===== config.mk =====
export PLATFORM = sky130hd
export DESIGN_NAME = cbc_bus_ctrl
export DESIGN_NICKNAME = d
export VERILOG_FILES = /design/src/pkg/cbc_pkg.sv /design/src/logic/cbc_bus_ctrl.sv /design/src/logic/cbc_sync.sv /design/src/logic/cbc_fifo.sv
export SDC_FILE = /design/constraint.sdc
export NUM_CORES = 1
export LEC_CHECK = 0
export BUFFER_PORTS_ARGS = -buffer_cell sky130_fd_sc_hd__buf_2
export CELL_PAD_IN_SITES_DETAIL_PLACEMENT = 0
export CELL_PAD_IN_SITES_GLOBAL_PLACEMENT = 1
export CORE_ASPECT_RATIO = 2
export CORE_MARGIN = 2
export CORE_UTILIZATION = 49
export CTS_BUF_LIST = sky130_fd_sc_hd__clkbuf_16
export CTS_CLUSTER_SIZE = 20
export DETAILED_ROUTE_END_ITERATION = 6
export PLACE_DENSITY_LB_ADDON = 0.1
export SYNTH_ARGS = -nofsm -noshare
export SYNTH_HDL_FRONTEND = slang
export SYNTH_SLANG_ARGS = --single-unit

===== constraint.sdc =====
create_clock -name clk -period 3.4 [get_ports clk]
set_input_delay 0.51 -clock clk [delete_from_list [all_inputs] [get_ports clk]]
set_output_delay 0.51 -clock clk [all_outputs]
set_load 0.01 [all_outputs]

===== src/pkg/cbc_pkg.sv =====
// Shared types and constants for the local bus control block.
// Assumes one 100 MHz clock and a synchronous active-low reset.
//
// Overview of operation
// Upper enable low in T1 when the upper data byte moves.
// Upper enable and low select encode word, odd, even or none.
// Status bit seven replaces upper enable during T2, T3 and T4.
// Upper enable low in T1 of the first interrupt acknowledge.
// Read strobe low in T2, T3, wait states; high until bus floats.
// Read strobe and upper enable float while hold is acknowledged.
// Addressed device raises ready when it will finish the transfer.
// Clock generator synchronizes ready; this block samples it raw.
// Maskable request sampled in the last cycle of each instruction.
// Maskable request is active-high, level-sensitive, synchronized.
// Maskable request ignored while the interrupt enable flag is clear.
// Both interrupts locate their routine through a vector table.
// Wait instruction continues on low release input, else idles.
// Wait release input is synchronized on every clock edge.
// Non-maskable request is edge-sensitive and raises type 2.
// Rising edge starts the interrupt at instruction end; unmaskable.
// System holds reset high for at least four clocks.
// Reset synchronized, abandons activity at once, restarts on release.
// Clock source supplies a 33 percent high-phase clock.
// System drives the mode strap for minimum or maximum mode.
// Low select low in T1 when the lower data byte moves.
// Ready low after T3 inserts wait states, strobe held until ready.

package cbc_pkg;

  // -----------------------------------------------------------------
  // Bus cycle requests
  // -----------------------------------------------------------------
  typedef enum logic [1:0] {
    KIND_READ  = 2'h0,
    KIND_WRITE = 2'h1,
    KIND_INTA  = 2'h2
  } cbc_kind_t;

  typedef struct packed {
    cbc_kind_t kind;
    logic      first_inta;
    logic      odd_addr;
    logic      word;
  } cbc_req_t;

  localparam int REQ_W      = $bits(cbc_req_t);
  localparam int FIFO_DEPTH = 16;

  // -----------------------------------------------------------------
  // Lane codes {upper_half_enable_n, low_byte_select_n}
  // -----------------------------------------------------------------
  localparam logic [1:0] LANE_WORD = 2'h0;
  localparam logic [1:0] LANE_ODD  = 2'h1;
  localparam logic [1:0] LANE_EVEN = 2'h2;
  localparam logic [1:0] LANE_NONE = 2'h3;

  localparam logic       STATUS_S7 = 1'h0;
  localparam logic [7:0] NMI_TYPE  = 8'h02;
  localparam int         VEC_W     = 10;

  // -----------------------------------------------------------------
  // Bus T-states
  // -----------------------------------------------------------------
  typedef enum logic [6:0] {
    ST_IDLE = 7'h01,
    ST_T1   = 7'h02,
    ST_T2   = 7'h04,
    ST_T3   = 7'h08,
    ST_TW   = 7'h10,
    ST_T4   = 7'h20,
    ST_HOLD = 7'h40
  } cbc_state_t;

endpackage


===== src/logic/cbc_bus_ctrl.sv =====
// Local bus control, byte lanes, read strobe and system inputs.
// Assumes ready arrives already synchronized and requests come from
// the execution core through a 16-entry request FIFO.
`timescale 1ns/1ps

module cbc_bus_ctrl
  import cbc_pkg::*;
(
  input  wire logic             clk,                 // 100 MHz clock
  input  wire logic             nrst,                // Sync reset, low
  input  wire logic             req_valid,           // Bus cycle request
  input  wire cbc_req_t         req,                 // Request details
  output logic                  req_ready,           // FIFO has room
  input  wire logic             instr_last,          // Last instr cycle
  input  wire logic             irq_enable_flag,     // Software enable
  input  wire logic [7:0]       inta_type,           // Type from ack
  input  wire logic             wait_exec,           // Wait instr active
  input  wire logic             ready,               // Transfer ready
  input  wire logic             hold_req,            // Bus hold request
  input  wire logic             maskable_irq,        // Level request
  input  wire logic             nonmaskable_irq,     // Edge request
  input  wire logic             wait_release_input,  // Wait release pin
  input  wire logic             sys_reset,           // Reset pin, high
  input  wire logic             config_mode_strap,   // Mode strap
  output logic                  upper_half_enable_n, // Upper enable/S7
  output logic                  upper_half_enable_oe,// Driver enable
  output logic                  low_byte_select_n,   // Lower lane
  output logic                  low_byte_select_oe,  // Driver enable
  output logic                  read_strobe_n,       // Read strobe
  output logic                  read_strobe_oe,      // Driver enable
  output logic                  ad_drive_oe,         // Address drivers
  output logic                  hold_ack,            // Hold granted
  output logic                  cycle_done,          // T4 pulse
  output logic                  irq_take,            // Interrupt pulse
  output logic                  irq_nmi,             // Taken is NMI
  output logic      [VEC_W-1:0] vector_addr,         // Table address
  output logic                  wait_idle,           // Wait stays idle
  output logic                  exec_restart,        // Restart pulse
  output logic                  mode_max             // Maximum mode
);

  // -----------------------------------------------------------------
  // Input synchronizers
  // -----------------------------------------------------------------
  logic [3:0] sync_q;
  logic       irq_sync;
  logic       nmi_sync;
  logic       release_sync;
  logic       reset_sync;

  cbc_sync #(
    .W (4)
  ) u_sync (
    .clk  (clk),
    .nrst (nrst),
    .d    ({sys_reset, wait_release_input, nonmaskable_irq,
            maskable_irq}),
    .q    (sync_q)
  );

  assign irq_sync     = sync_q[0];
  assign nmi_sync     = sync_q[1];
  assign release_sync = sync_q[2];
  assign reset_sync   = sync_q[3];

  // -----------------------------------------------------------------
  // Request FIFO
  // -----------------------------------------------------------------
  logic       fifo_out_valid;
  logic       fifo_pop;
  cbc_req_t   fifo_out;
  cbc_req_t   cur_req_reg;
  cbc_req_t   req_sel;
  logic       req_ready_reg;
  logic       fifo_in_ready;

  cbc_fifo #(
    .WIDTH (REQ_W),
    .DEPTH (FIFO_DEPTH)
  ) u_fifo (
    .clk       (clk),
    .nrst      (nrst),
    .flush     (reset_sync),
    .in_valid  (req_valid && req_ready_reg),
    .in_ready  (fifo_in_ready),
    .in_data   (req),
    .out_valid (fifo_out_valid),
    .out_ready (fifo_pop),
    .out_data  (fifo_out)
  );

  // Registered ready; dropping it for one cycle after each accept keeps it honest
  always_ff @(posedge clk) begin
    if (!nrst) begin
      req_ready_reg <= 1'b0;
    end else begin
      req_ready_reg <= fifo_in_ready && !reset_sync &&
                       !(req_valid && req_ready_reg);
    end
  end

  assign req_ready = req_ready_reg;

  // -----------------------------------------------------------------
  // Bus state machine
  // -----------------------------------------------------------------
  cbc_state_t st_reg;
  cbc_state_t st_next;

  assign fifo_pop = (st_reg == ST_IDLE) && !hold_req && fifo_out_valid &&
                    !reset_sync;
  assign req_sel  = fifo_pop ? fifo_out : cur_req_reg;

  always_comb begin
    st_next = st_reg;
    case (st_reg)
      ST_IDLE: begin
        if (hold_req) begin
          st_next = ST_HOLD;
        end else if (fifo_pop) begin
          st_next = ST_T1;
        end
      end
      ST_T1: begin
        st_next = ST_T2;
      end
      ST_T2: begin
        st_next = ST_T3;
      end
      ST_T3: begin
        st_next = ready ? ST_T4 : ST_TW;
      end
      ST_TW: begin
        st_next = ready ? ST_T4 : ST_TW;
      end
      ST_T4: begin
        st_next = ST_IDLE;
      end
      ST_HOLD: begin
        if (!hold_req) begin
          st_next = ST_IDLE;
        end
      end
      default: begin
        st_next = ST_IDLE;
      end
    endcase
    if (reset_sync) begin
      st_next = ST_IDLE;
    end
  end

  always_ff @(posedge clk) begin
    if (!nrst) begin
      st_reg <= ST_IDLE;
    end else begin
      st_reg <= st_next;
    end
  end

  always_ff @(posedge clk) begin
    if (!nrst) begin
      cur_req_reg <= '0;
    end else if (fifo_pop) begin
      cur_req_reg <= fifo_out;
    end
  end

  // -----------------------------------------------------------------
  // Pin drive, computed from the next state
  // -----------------------------------------------------------------
  logic [1:0] lane_next;
  logic       in_data_phase;
  logic       is_read;

  always_comb begin
    if (req_sel.word) begin
      lane_next = LANE_WORD;
    end else if (req_sel.odd_addr) begin
      lane_next = LANE_ODD;
    end else begin
      lane_next = LANE_EVEN;
    end
  end

  assign in_data_phase = (st_next == ST_T2) || (st_next == ST_T3) ||
                         (st_next == ST_TW) || (st_next == ST_T4);
  assign is_read       = (req_sel.kind == KIND_READ);

  always_ff @(posedge clk) begin
    if (!nrst) begin
      upper_half_enable_n <= 1'b1;
      low_byte_select_n   <= 1'b1;
    end else if (st_next == ST_T1) begin
      if (req_sel.kind == KIND_INTA && req_sel.first_inta) begin
        upper_half_enable_n <= 1'b0;
      end else begin
        upper_half_enable_n <= lane_next[1];
      end
      low_byte_select_n <= lane_next[0];
    end else if (in_data_phase) begin
      upper_half_enable_n <= STATUS_S7;
      low_byte_select_n   <= LANE_NONE[0];
    end else begin
      upper_half_enable_n <= LANE_NONE[1];
      low_byte_select_n   <= LANE_NONE[0];
    end
  end

  // Strobe goes low on the same edge that floats the address drivers
  always_ff @(posedge clk) begin
    if (!nrst) begin
      read_strobe_n <= 1'b1;
      ad_drive_oe   <= 1'b0;
    end else begin
      read_strobe_n <= !(is_read && ((st_next == ST_T2) ||
                         (st_next == ST_T3) || (st_next == ST_TW)));
      ad_drive_oe   <= (st_next == ST_T1);
    end
  end

  always_ff @(posedge clk) begin
    if (!nrst) begin
      upper_half_enable_oe <= 1'b0;
      read_strobe_oe       <= 1'b0;
      low_byte_select_oe   <= 1'b0;
      hold_ack             <= 1'b0;
      cycle_done           <= 1'b0;
    end else begin
      upper_half_enable_oe <= (st_next != ST_HOLD);
      read_strobe_oe       <= (st_next != ST_HOLD);
      low_byte_select_oe   <= (st_next == ST_T1);
      hold_ack             <= (st_next == ST_HOLD);
      cycle_done           <= (st_next == ST_T4);
    end
  end

  // -----------------------------------------------------------------
  // Interrupts
  // -----------------------------------------------------------------
  logic nmi_prev_reg;
  logic nmi_pend_reg;
  logic nmi_edge;
  logic irq_fire;

  assign nmi_edge = nmi_sync && !nmi_prev_reg;
  assign irq_fire = instr_last && !reset_sync &&
                    (nmi_pend_reg || (irq_sync && irq_enable_flag));

  always_ff @(posedge clk) begin
    if (!nrst) begin
      nmi_prev_reg <= 1'b0;
    end else begin
      nmi_prev_reg <= nmi_sync;
    end
  end

  // New edge wins over the clear from a take
  always_ff @(posedge clk) begin
    if (!nrst || reset_sync) begin
      nmi_pend_reg <= 1'b0;
    end else if (nmi_edge) begin
      nmi_pend_reg <= 1'b1;
    end else if (irq_fire) begin
      nmi_pend_reg <= 1'b0;
    end
  end

  always_ff @(posedge clk) begin
    if (!nrst) begin
      irq_take    <= 1'b0;
      irq_nmi     <= 1'b0;
      vector_addr <= '0;
    end else begin
      irq_take <= irq_fire;
      if (irq_fire) begin
        irq_nmi <= nmi_pend_reg;
        if (nmi_pend_reg) begin
          vector_addr <= {NMI_TYPE, 2'h0};
        end else begin
          vector_addr <= {inta_type, 2'h0};
        end
      end
    end
  end

  // -----------------------------------------------------------------
  // Wait instruction, reset release and mode strap
  // -----------------------------------------------------------------
  logic reset_prev_reg;

  always_ff @(posedge clk) begin
    if (!nrst) begin
      wait_idle <= 1'b0;
    end else begin
      wait_idle <= wait_exec && release_sync;
    end
  end

  always_ff @(posedge clk) begin
    if (!nrst) begin
      reset_prev_reg <= 1'b0;
      exec_restart   <= 1'b0;
    end else begin
      reset_prev_reg <= reset_sync;
      exec_restart   <= reset_prev_reg && !reset_sync;
    end
  end

  // Strap low selects maximum mode; caught while reset is held
  always_ff @(posedge clk) begin
    if (!nrst) begin
      mode_max <= 1'b0;
    end else if (reset_sync) begin
      mode_max <= !config_mode_strap;
    end
  end

  logic is_read_cur;
  assign is_read_cur = (cur_req_reg.kind == KIND_READ);
endmodule


===== src/logic/cbc_sync.sv =====
// Two-stage synchronizer for a vector of pin inputs.
// Assumes the first stage is read only by the second.
`timescale 1ns/1ps

module cbc_sync #(
  parameter int W = 1
) (
  input  wire logic         clk,   // System clock
  input  wire logic         nrst,  // Synchronous reset, active low
  input  wire logic [W-1:0] d,     // Asynchronous inputs
  output logic      [W-1:0] q      // Synchronized outputs
);

  logic [W-1:0] meta_reg;

  always_ff @(posedge clk) begin
    if (!nrst) begin
      meta_reg <= '0;
      q        <= '0;
    end else begin
      meta_reg <= d;
      q        <= meta_reg;
    end
  end

endmodule


===== src/logic/cbc_fifo.sv =====
// Request FIFO with valid/ready on both sides and a flush input.
// Assumes DEPTH is a power of two.
`timescale 1ns/1ps

module cbc_fifo #(
  parameter int WIDTH = 8,
  parameter int DEPTH = 16
) (
  input  wire logic             clk,        // System clock
  input  wire logic             nrst,       // Synchronous reset, active low
  input  wire logic             flush,      // Drop all entries
  input  wire logic             in_valid,   // Write request
  output logic                  in_ready,   // Space available
  input  wire logic [WIDTH-1:0] in_data,    // Write data
  output logic                  out_valid,  // Entry available
  input  wire logic             out_ready,  // Read accept
  output logic      [WIDTH-1:0] out_data    // Head entry
);

  localparam int AW = $clog2(DEPTH);

  logic [WIDTH-1:0] mem [DEPTH];
  logic [AW-1:0]    wr_ptr_reg;
  logic [AW-1:0]    rd_ptr_reg;
  logic [AW:0]      count_reg;
  logic             push;
  logic             pop;

  assign push      = in_valid && in_ready;
  assign pop       = out_valid && out_ready;
  assign out_valid = (count_reg != '0);
  assign in_ready  = (count_reg != (AW+1)'(DEPTH));
  assign out_data  = mem[rd_ptr_reg];

  always_ff @(posedge clk) begin
    if (push) begin
      mem[wr_ptr_reg] <= in_data;
    end
  end

  always_ff @(posedge clk) begin
    if (!nrst || flush) begin
      wr_ptr_reg <= '0;
      rd_ptr_reg <= '0;
      count_reg  <= '0;
    end else begin
      if (push) begin
        wr_ptr_reg <= wr_ptr_reg + 1'b1;
      end
      if (pop) begin
        rd_ptr_reg <= rd_ptr_reg + 1'b1;
      end
      if (push && !pop) begin
        count_reg <= count_reg + 1'b1;
      end else if (pop && !push) begin
        count_reg <= count_reg - 1'b1;
      end
    end
  end

endmodule


; ---- After elaboration in Yosys (flattened, before gate mapping)
; Memories as Yosys holds them, arrays and structs flattened. A register that Yosys moved wholly into a read port is not among the register bits.
; Index checks and enable logic that the tools add are counted.
; W data, S select, Z words.
[classes]
addsub = 4
mux = 21
n_reduce_logical = 38
n_eq_ne = 15
[ops]
columns = op, n
row1 = $pmux W7 S5, 1
row2 = $mux W7, 4
row3 = $logic_and A1 B1 Y1, 18
row4 = $mux W5, 3
row5 = $eq A7 B2 Y1 const B, 2
row6 = $eq A7 B3 Y1 const B, 2
row7 = $eq A7 B4 Y1 const B, 2
row8 = $eq A7 B5 Y1 const B, 2
row9 = $eq A7 B7 Y1 const B, 2
row10 = $mux W10, 1
row11 = $logic_not A1 Y1, 9
row12 = $add A4 B1 Y4 const B, 2
row13 = $mux W4, 2
row14 = $eq A7 B1 Y1 const B, 1
row15 = $eq A7 B6 Y1 const B, 1
row16 = $mux W1, 7
row17 = $ne A7 B7 Y1 const B, 1
row18 = $mux W6, 1
row19 = $add A5 B1 Y5 const B, 1
row20 = $logic_or A1 B1 Y1, 5
row21 = $ne A5 B5 Y1 const B, 1
row22 = $reduce_bool A5 Y1, 1
row23 = $sub A5 B1 Y5 const B, 1
row24 = $mux W2, 2
row25 = 5 further kinds, 6
[word_totals]
elab_cells = 106
reg_bits = 59
memories = 1
out_inout_bits = 25
ramBits = 80
[memory_table]
columns = memory, depth, word_bits, rd, rd_ports_with_merged_regs, write_ports, line
row1 = u_fifo.mem, 16, 5, 1, 1, 1, cbc_fifo.sv:22  ; logic [WIDTH-1:0] mem [DEPTH];

; ---- Longest topological paths before layout
[logic_depth]
ltp_word = 14
ltp_mapped = 12
ltp_nobuf = 10

; ---- Modules after synthesis
; A second synthesis with hierarchy kept.
[unflattened]
cells_unflattened = 386
area_unflattened_um2 = 5525.3
[by_module_without_submodules]
columns = mod, area_each_um2, cells_per_inst, instances
row1 = cbc_fifo, 3968.8, 235, 1
row2 = cbc_bus_ctrl, 1346.3, 135, 1
row3 = cbc_sync, 210.2, 16, 1

; ---- Least setup slack after synthesis
; No wires, ideal clock.
[synth_path]
path_type = input port to flip-flop
startpoint = in hold_req
endpoint = reg u_fifo.count_reg[4]
n_path_buf = 1
required_time_ns = 3.330
arrival_ns = 3.023
slack_ns = 0.307
cell_stages = 11
setup_time_ns = 0.070
cell_sequence = or4b_1 a2111o_1 buf_6 ha_1 inv_1 ha_1 a21o_1 a21oi_1 xnor2_1 or3_1 a21oi_1
[synth_between]
elab_chain_cells = 8
[synth_lines]
columns = element, line
row1 = "start, declared", cbc_bus_ctrl.sv:19  ; input wire logic hold_req,
row2 = $logic_not A1 Y1 (*), -
row3 = $logic_and A1 B1 Y1 (*) (3 in a row), cbc_bus_ctrl.sv:110  ; assign fifo_pop = (st_reg == ST_IDLE) && !hold_req && fifo_out_valid &&
row4 = $logic_and A1 B1 Y1 (*), cbc_fifo.sv:30  ; assign pop = out_valid && out_ready;
row5 = $logic_not A1 Y1, cbc_fifo.sv:53  ; if (push && !pop) begin
row6 = $logic_and A1 B1 Y1, cbc_fifo.sv:53
row7 = $mux W5 / $reduce_bool A2 Y1 (equally long branches), -
row8 = "end signal, assigned", cbc_fifo.sv:54  ; count_reg <= count_reg + 1'b1;
row9 = "end signal, assigned", cbc_fifo.sv:56  ; count_reg <= count_reg - 1'b1;
row10 = "end, declared", cbc_fifo.sv:25  ; logic [AW:0] count_reg;
; Every way passes the cells marked *; elsewhere a longest branch is shown, timed or not.
; A chain may end at the register's enable or synchronous reset.

; ---- Final worst setup path
[layout_path]
startpoint = reg st_reg[1]
endpoint = reg u_fifo.count_reg[4]
[layout_between]
elab_chain_cells = 8
[layout_lines]
columns = element, line
row1 = "start, declared", cbc_bus_ctrl.sv:107  ; cbc_state_t st_reg;
row2 = "start signal, assigned", cbc_bus_ctrl.sv:157  ; st_reg <= st_next;
row3 = $eq A7 B1 Y1 (*), cbc_bus_ctrl.sv:110
row4 = $logic_and A1 B1 Y1 (*) (3 in a row), cbc_bus_ctrl.sv:110
row5 = $logic_and A1 B1 Y1 (*), cbc_fifo.sv:30
row6 = $logic_not A1 Y1, cbc_fifo.sv:53
row7 = $logic_and A1 B1 Y1, cbc_fifo.sv:53
row8 = $mux W5 / $reduce_bool A2 Y1 (equally long branches), -
; Marks and branches as above.

==> summary.md <==
| Metric | Value |
|---|---|
| # placed instances | `547` |
| Setup TNS | `0 ps` |
| Gr ovfl total | `0` |
| I/O pin count | `51` |
| Final std cells w/o fill | `579` |
| CTS tree | `done` |
| Synth area leader | `edfxtp_1` |
| Area of the multi-input gates | `1650 sq um` |
| Async set-reset flop share out of synthesis | `0%` |
| Post-detail-place hpwl | `7.66 mm` |
| Diode count | `0` |
| Post-synth EDFFs | `80` |
| Hold_buf cts | `0` |
| Yosys top cell area share | `44.7%` |
| Register area share after synthesis | `66.7%` |
| P_leak | `0.00232 uW` |
| H-tree lvl count | `4` |
| Final Cycle Share | `90.0%` |
| Die Y-Extent | `152 um` |
| Avg Cell Area, Syn | `14.5 sq um` |
| Max reg flops | `80` |
| Final min period | `3060 ps` |
| Gate power share | `14.9%` |
| Mapped cell area | `5370 sq um` |
| Slew Limit Headroom | `43.6%` |
| Inserted Clock Buffers | `17` |
| Port buffer count | `48` |
| WS Path Type | `reg2reg` |
| GRT Resource Usage Total | `19.3%` |
| Final Util | `58.2%` |
| Routed WL per cell | `18.1 um` |
| FMAX | `0.327 GHz` |
| P&R area growth vs syn | `17.2%` |
| CTS sink count | `139` |
| Post-CTS Resized | `0` |
| Switch Pwr | `1120 uW` |
| Synth warn | `0` |
| Peak VDD IR | `431 uV` |
| Startpoint Class | `register` |
| Antenna-violating nets left | `0` |
| Top FF cell, synth | `edfxtp_1` |
| Post-CTS Setup Repair Bufs | `0` |
| Setup-failing EPs final | `0` |
| CTS root buffer | `clkbuf_16` |
| Slew @ Worst Pin | `839 ps` |
| CP required | `3730 ps` |
| DIE AREA | `11900 sq um` |
| Maximum number of pins on one net before global-route repair | `21` |
| RSZ-0062 raised after global routing | `false` |
| CP Capture Type | `register` |
| First-pass GRT wire length | `16.8 mm` |
| Clock transition at path regs | `60 ps` |
| Die X | `78.0 um` |
| Unique masters post-synth | `41` |
| Max-slew violation count | `0` |
| Top cells by area, synth | `edfxtp_1 45%, dfxtp_1 22%, mux4_2 9.2%` |
| Max_cap viols | `0` |
| Starting DRC count in detailed routing | `134` |
| Core area | `10800 sq um` |
| Ratio of cells with drive above 1 in the final layout | `24.8%` |
| GR Layer Usage met1 | `19.0%` |
| Syn Inst Count | `371` |
| Clk Latency, worst-skew pair | `410 ps` |
| CP arrival | `3390 ps` |
| Drt drc | `0` |
| Initial Util | `49.7%` |
| Met2 track demand over resource | `37.4%` |
| Global routing's busiest layer | `met2` |
| Met3 Track Usage GR | `4.93%` |
| Flop pwr share | `45.1%` |
| Final hold violations | `0` |
| Top-count cell post-synth | `edfxtp_1` |
| Initial antenna violation count | `0` |
| Vias in the first global route | `3157` |
| Gpl congestion | `0.782` |
| Pre-Repair DR Iteration Count | `4` |
| Rows | `54` |
| Clk network pwr share | `40.0%` |
| Most frequent cells after synthesis | `80 x edfxtp_1, 59 x dfxtp_1, 45 x nor2_1, 22 x mux4_2, 14 x and2_1` |
| Via count | `3048` |
| Vias per inst | `5.26` |
| Flops & latches, synth | `139` |
| Fill cell count | `875` |
| Path type of the worst min-delay path | `in2reg` |
| Sw frac | `25.9%` |
| Final nets | `462` |
| Critical Path Fanout Max | `7` |
| Register area | `3580 sq um` |
| Total Routed Length | `10.5 mm` |
| PwrDens | `686 nW/um^2` |
| Max Clock Skew | `8.88 ps` |
| Internal power | `3200 uW` |
| Worst-case clock buffer depth | `2` |
| Status | `complete, no violations` |
power by group through the flow:
stage	clock network (uW)	registers, uW	logic [uW]
finish	1730	1950	642
global route	1830	1960	722
CTS	1760	1950	657
detailed placement	0	1990	652
global placement	0	1980	646
floorplan	0	1970	478
cell type report:
| type | instances | share of cell area [%] |
|---|---|---|
| tap | 140 | 2.78 |
| sequential | 139 | 56.9 |
| inverter | 8 | 0.477 |
| clock inverter | 15 | 2.21 |
| clock buffer | 17 | 6.76 |
| timing repair buffer | 55 | 4.65 |
| multi-input combinational | 205 | 26.2 |
metal layers:
layer	part of all wire (%)	up-vias
met5	0	-
met4	1.2	0
met3	3.4	10
met2	61	67
met1	34	1486
li1	-	1485
logic make-up (layout without fill, tap and decap cells):
group	count (synthesis)	count (layout)	share of synthesized area (%)
AO/OA/AOI/OAI	37	37	4.64
XOR/XNOR	12	12	1.96
adder cells (fa/ha/maj)	10	10	2.47
buffers and inverters	28	95	2.63
flip-flops	139	139	66.7
multiplexers	31	31	10.9
other	1	2	0.0698
AND/OR/NAND/NOR	113	113	10.6
stage by stage:
step                      setup slack, ps  power [uW]  instance area, sq um  hold WS (ps)
after floorplan                       307        2440                  5380           406
final                                 340        4320                  6300           291
after global routing                  109        4520                  6300           282
after CTS                             302        4370                  6300           271
after global placement                253        2630                  5730           418
after detailed placement              206        2640                  5730           418
critical path, stage by stage (launching register included):
cell and delay, ps:
dfxtp_1 370, or4_4 580, a2111o_1 440, ha_1 240
inv_1 150, ha_1 290, a21o_1 190, a21oi_1 190
xnor2_1 90, or3_1 300, a21oi_1 130
placed cells by master (no fill, tap or decap), types with 9 or more instances in the layout:
cell and instances:
nor2_1 45, dfxtp_1 59, nor3_1 9, edfxtp_1 80
buf_2 48, mux4_2 22, mux2i_1 9, ha_1 9
clkbuf_16 17, and2_1 14, a21oi_1 12, nand2_1 9
worst paths after layout:
check                   endpoint  depth (start not counted)  slack [ps]               from
max          u_fifo.count_reg[4]                         10         340          st_reg[1]
min                     mode_max                          2         290  config_mode_strap
max reg2reg  u_fifo.count_reg[4]                         10         340          st_reg[1]
min reg2reg         exec_restart                          1         430     reset_prev_reg
Note: power is estimated with default switching activity, not from simulation.
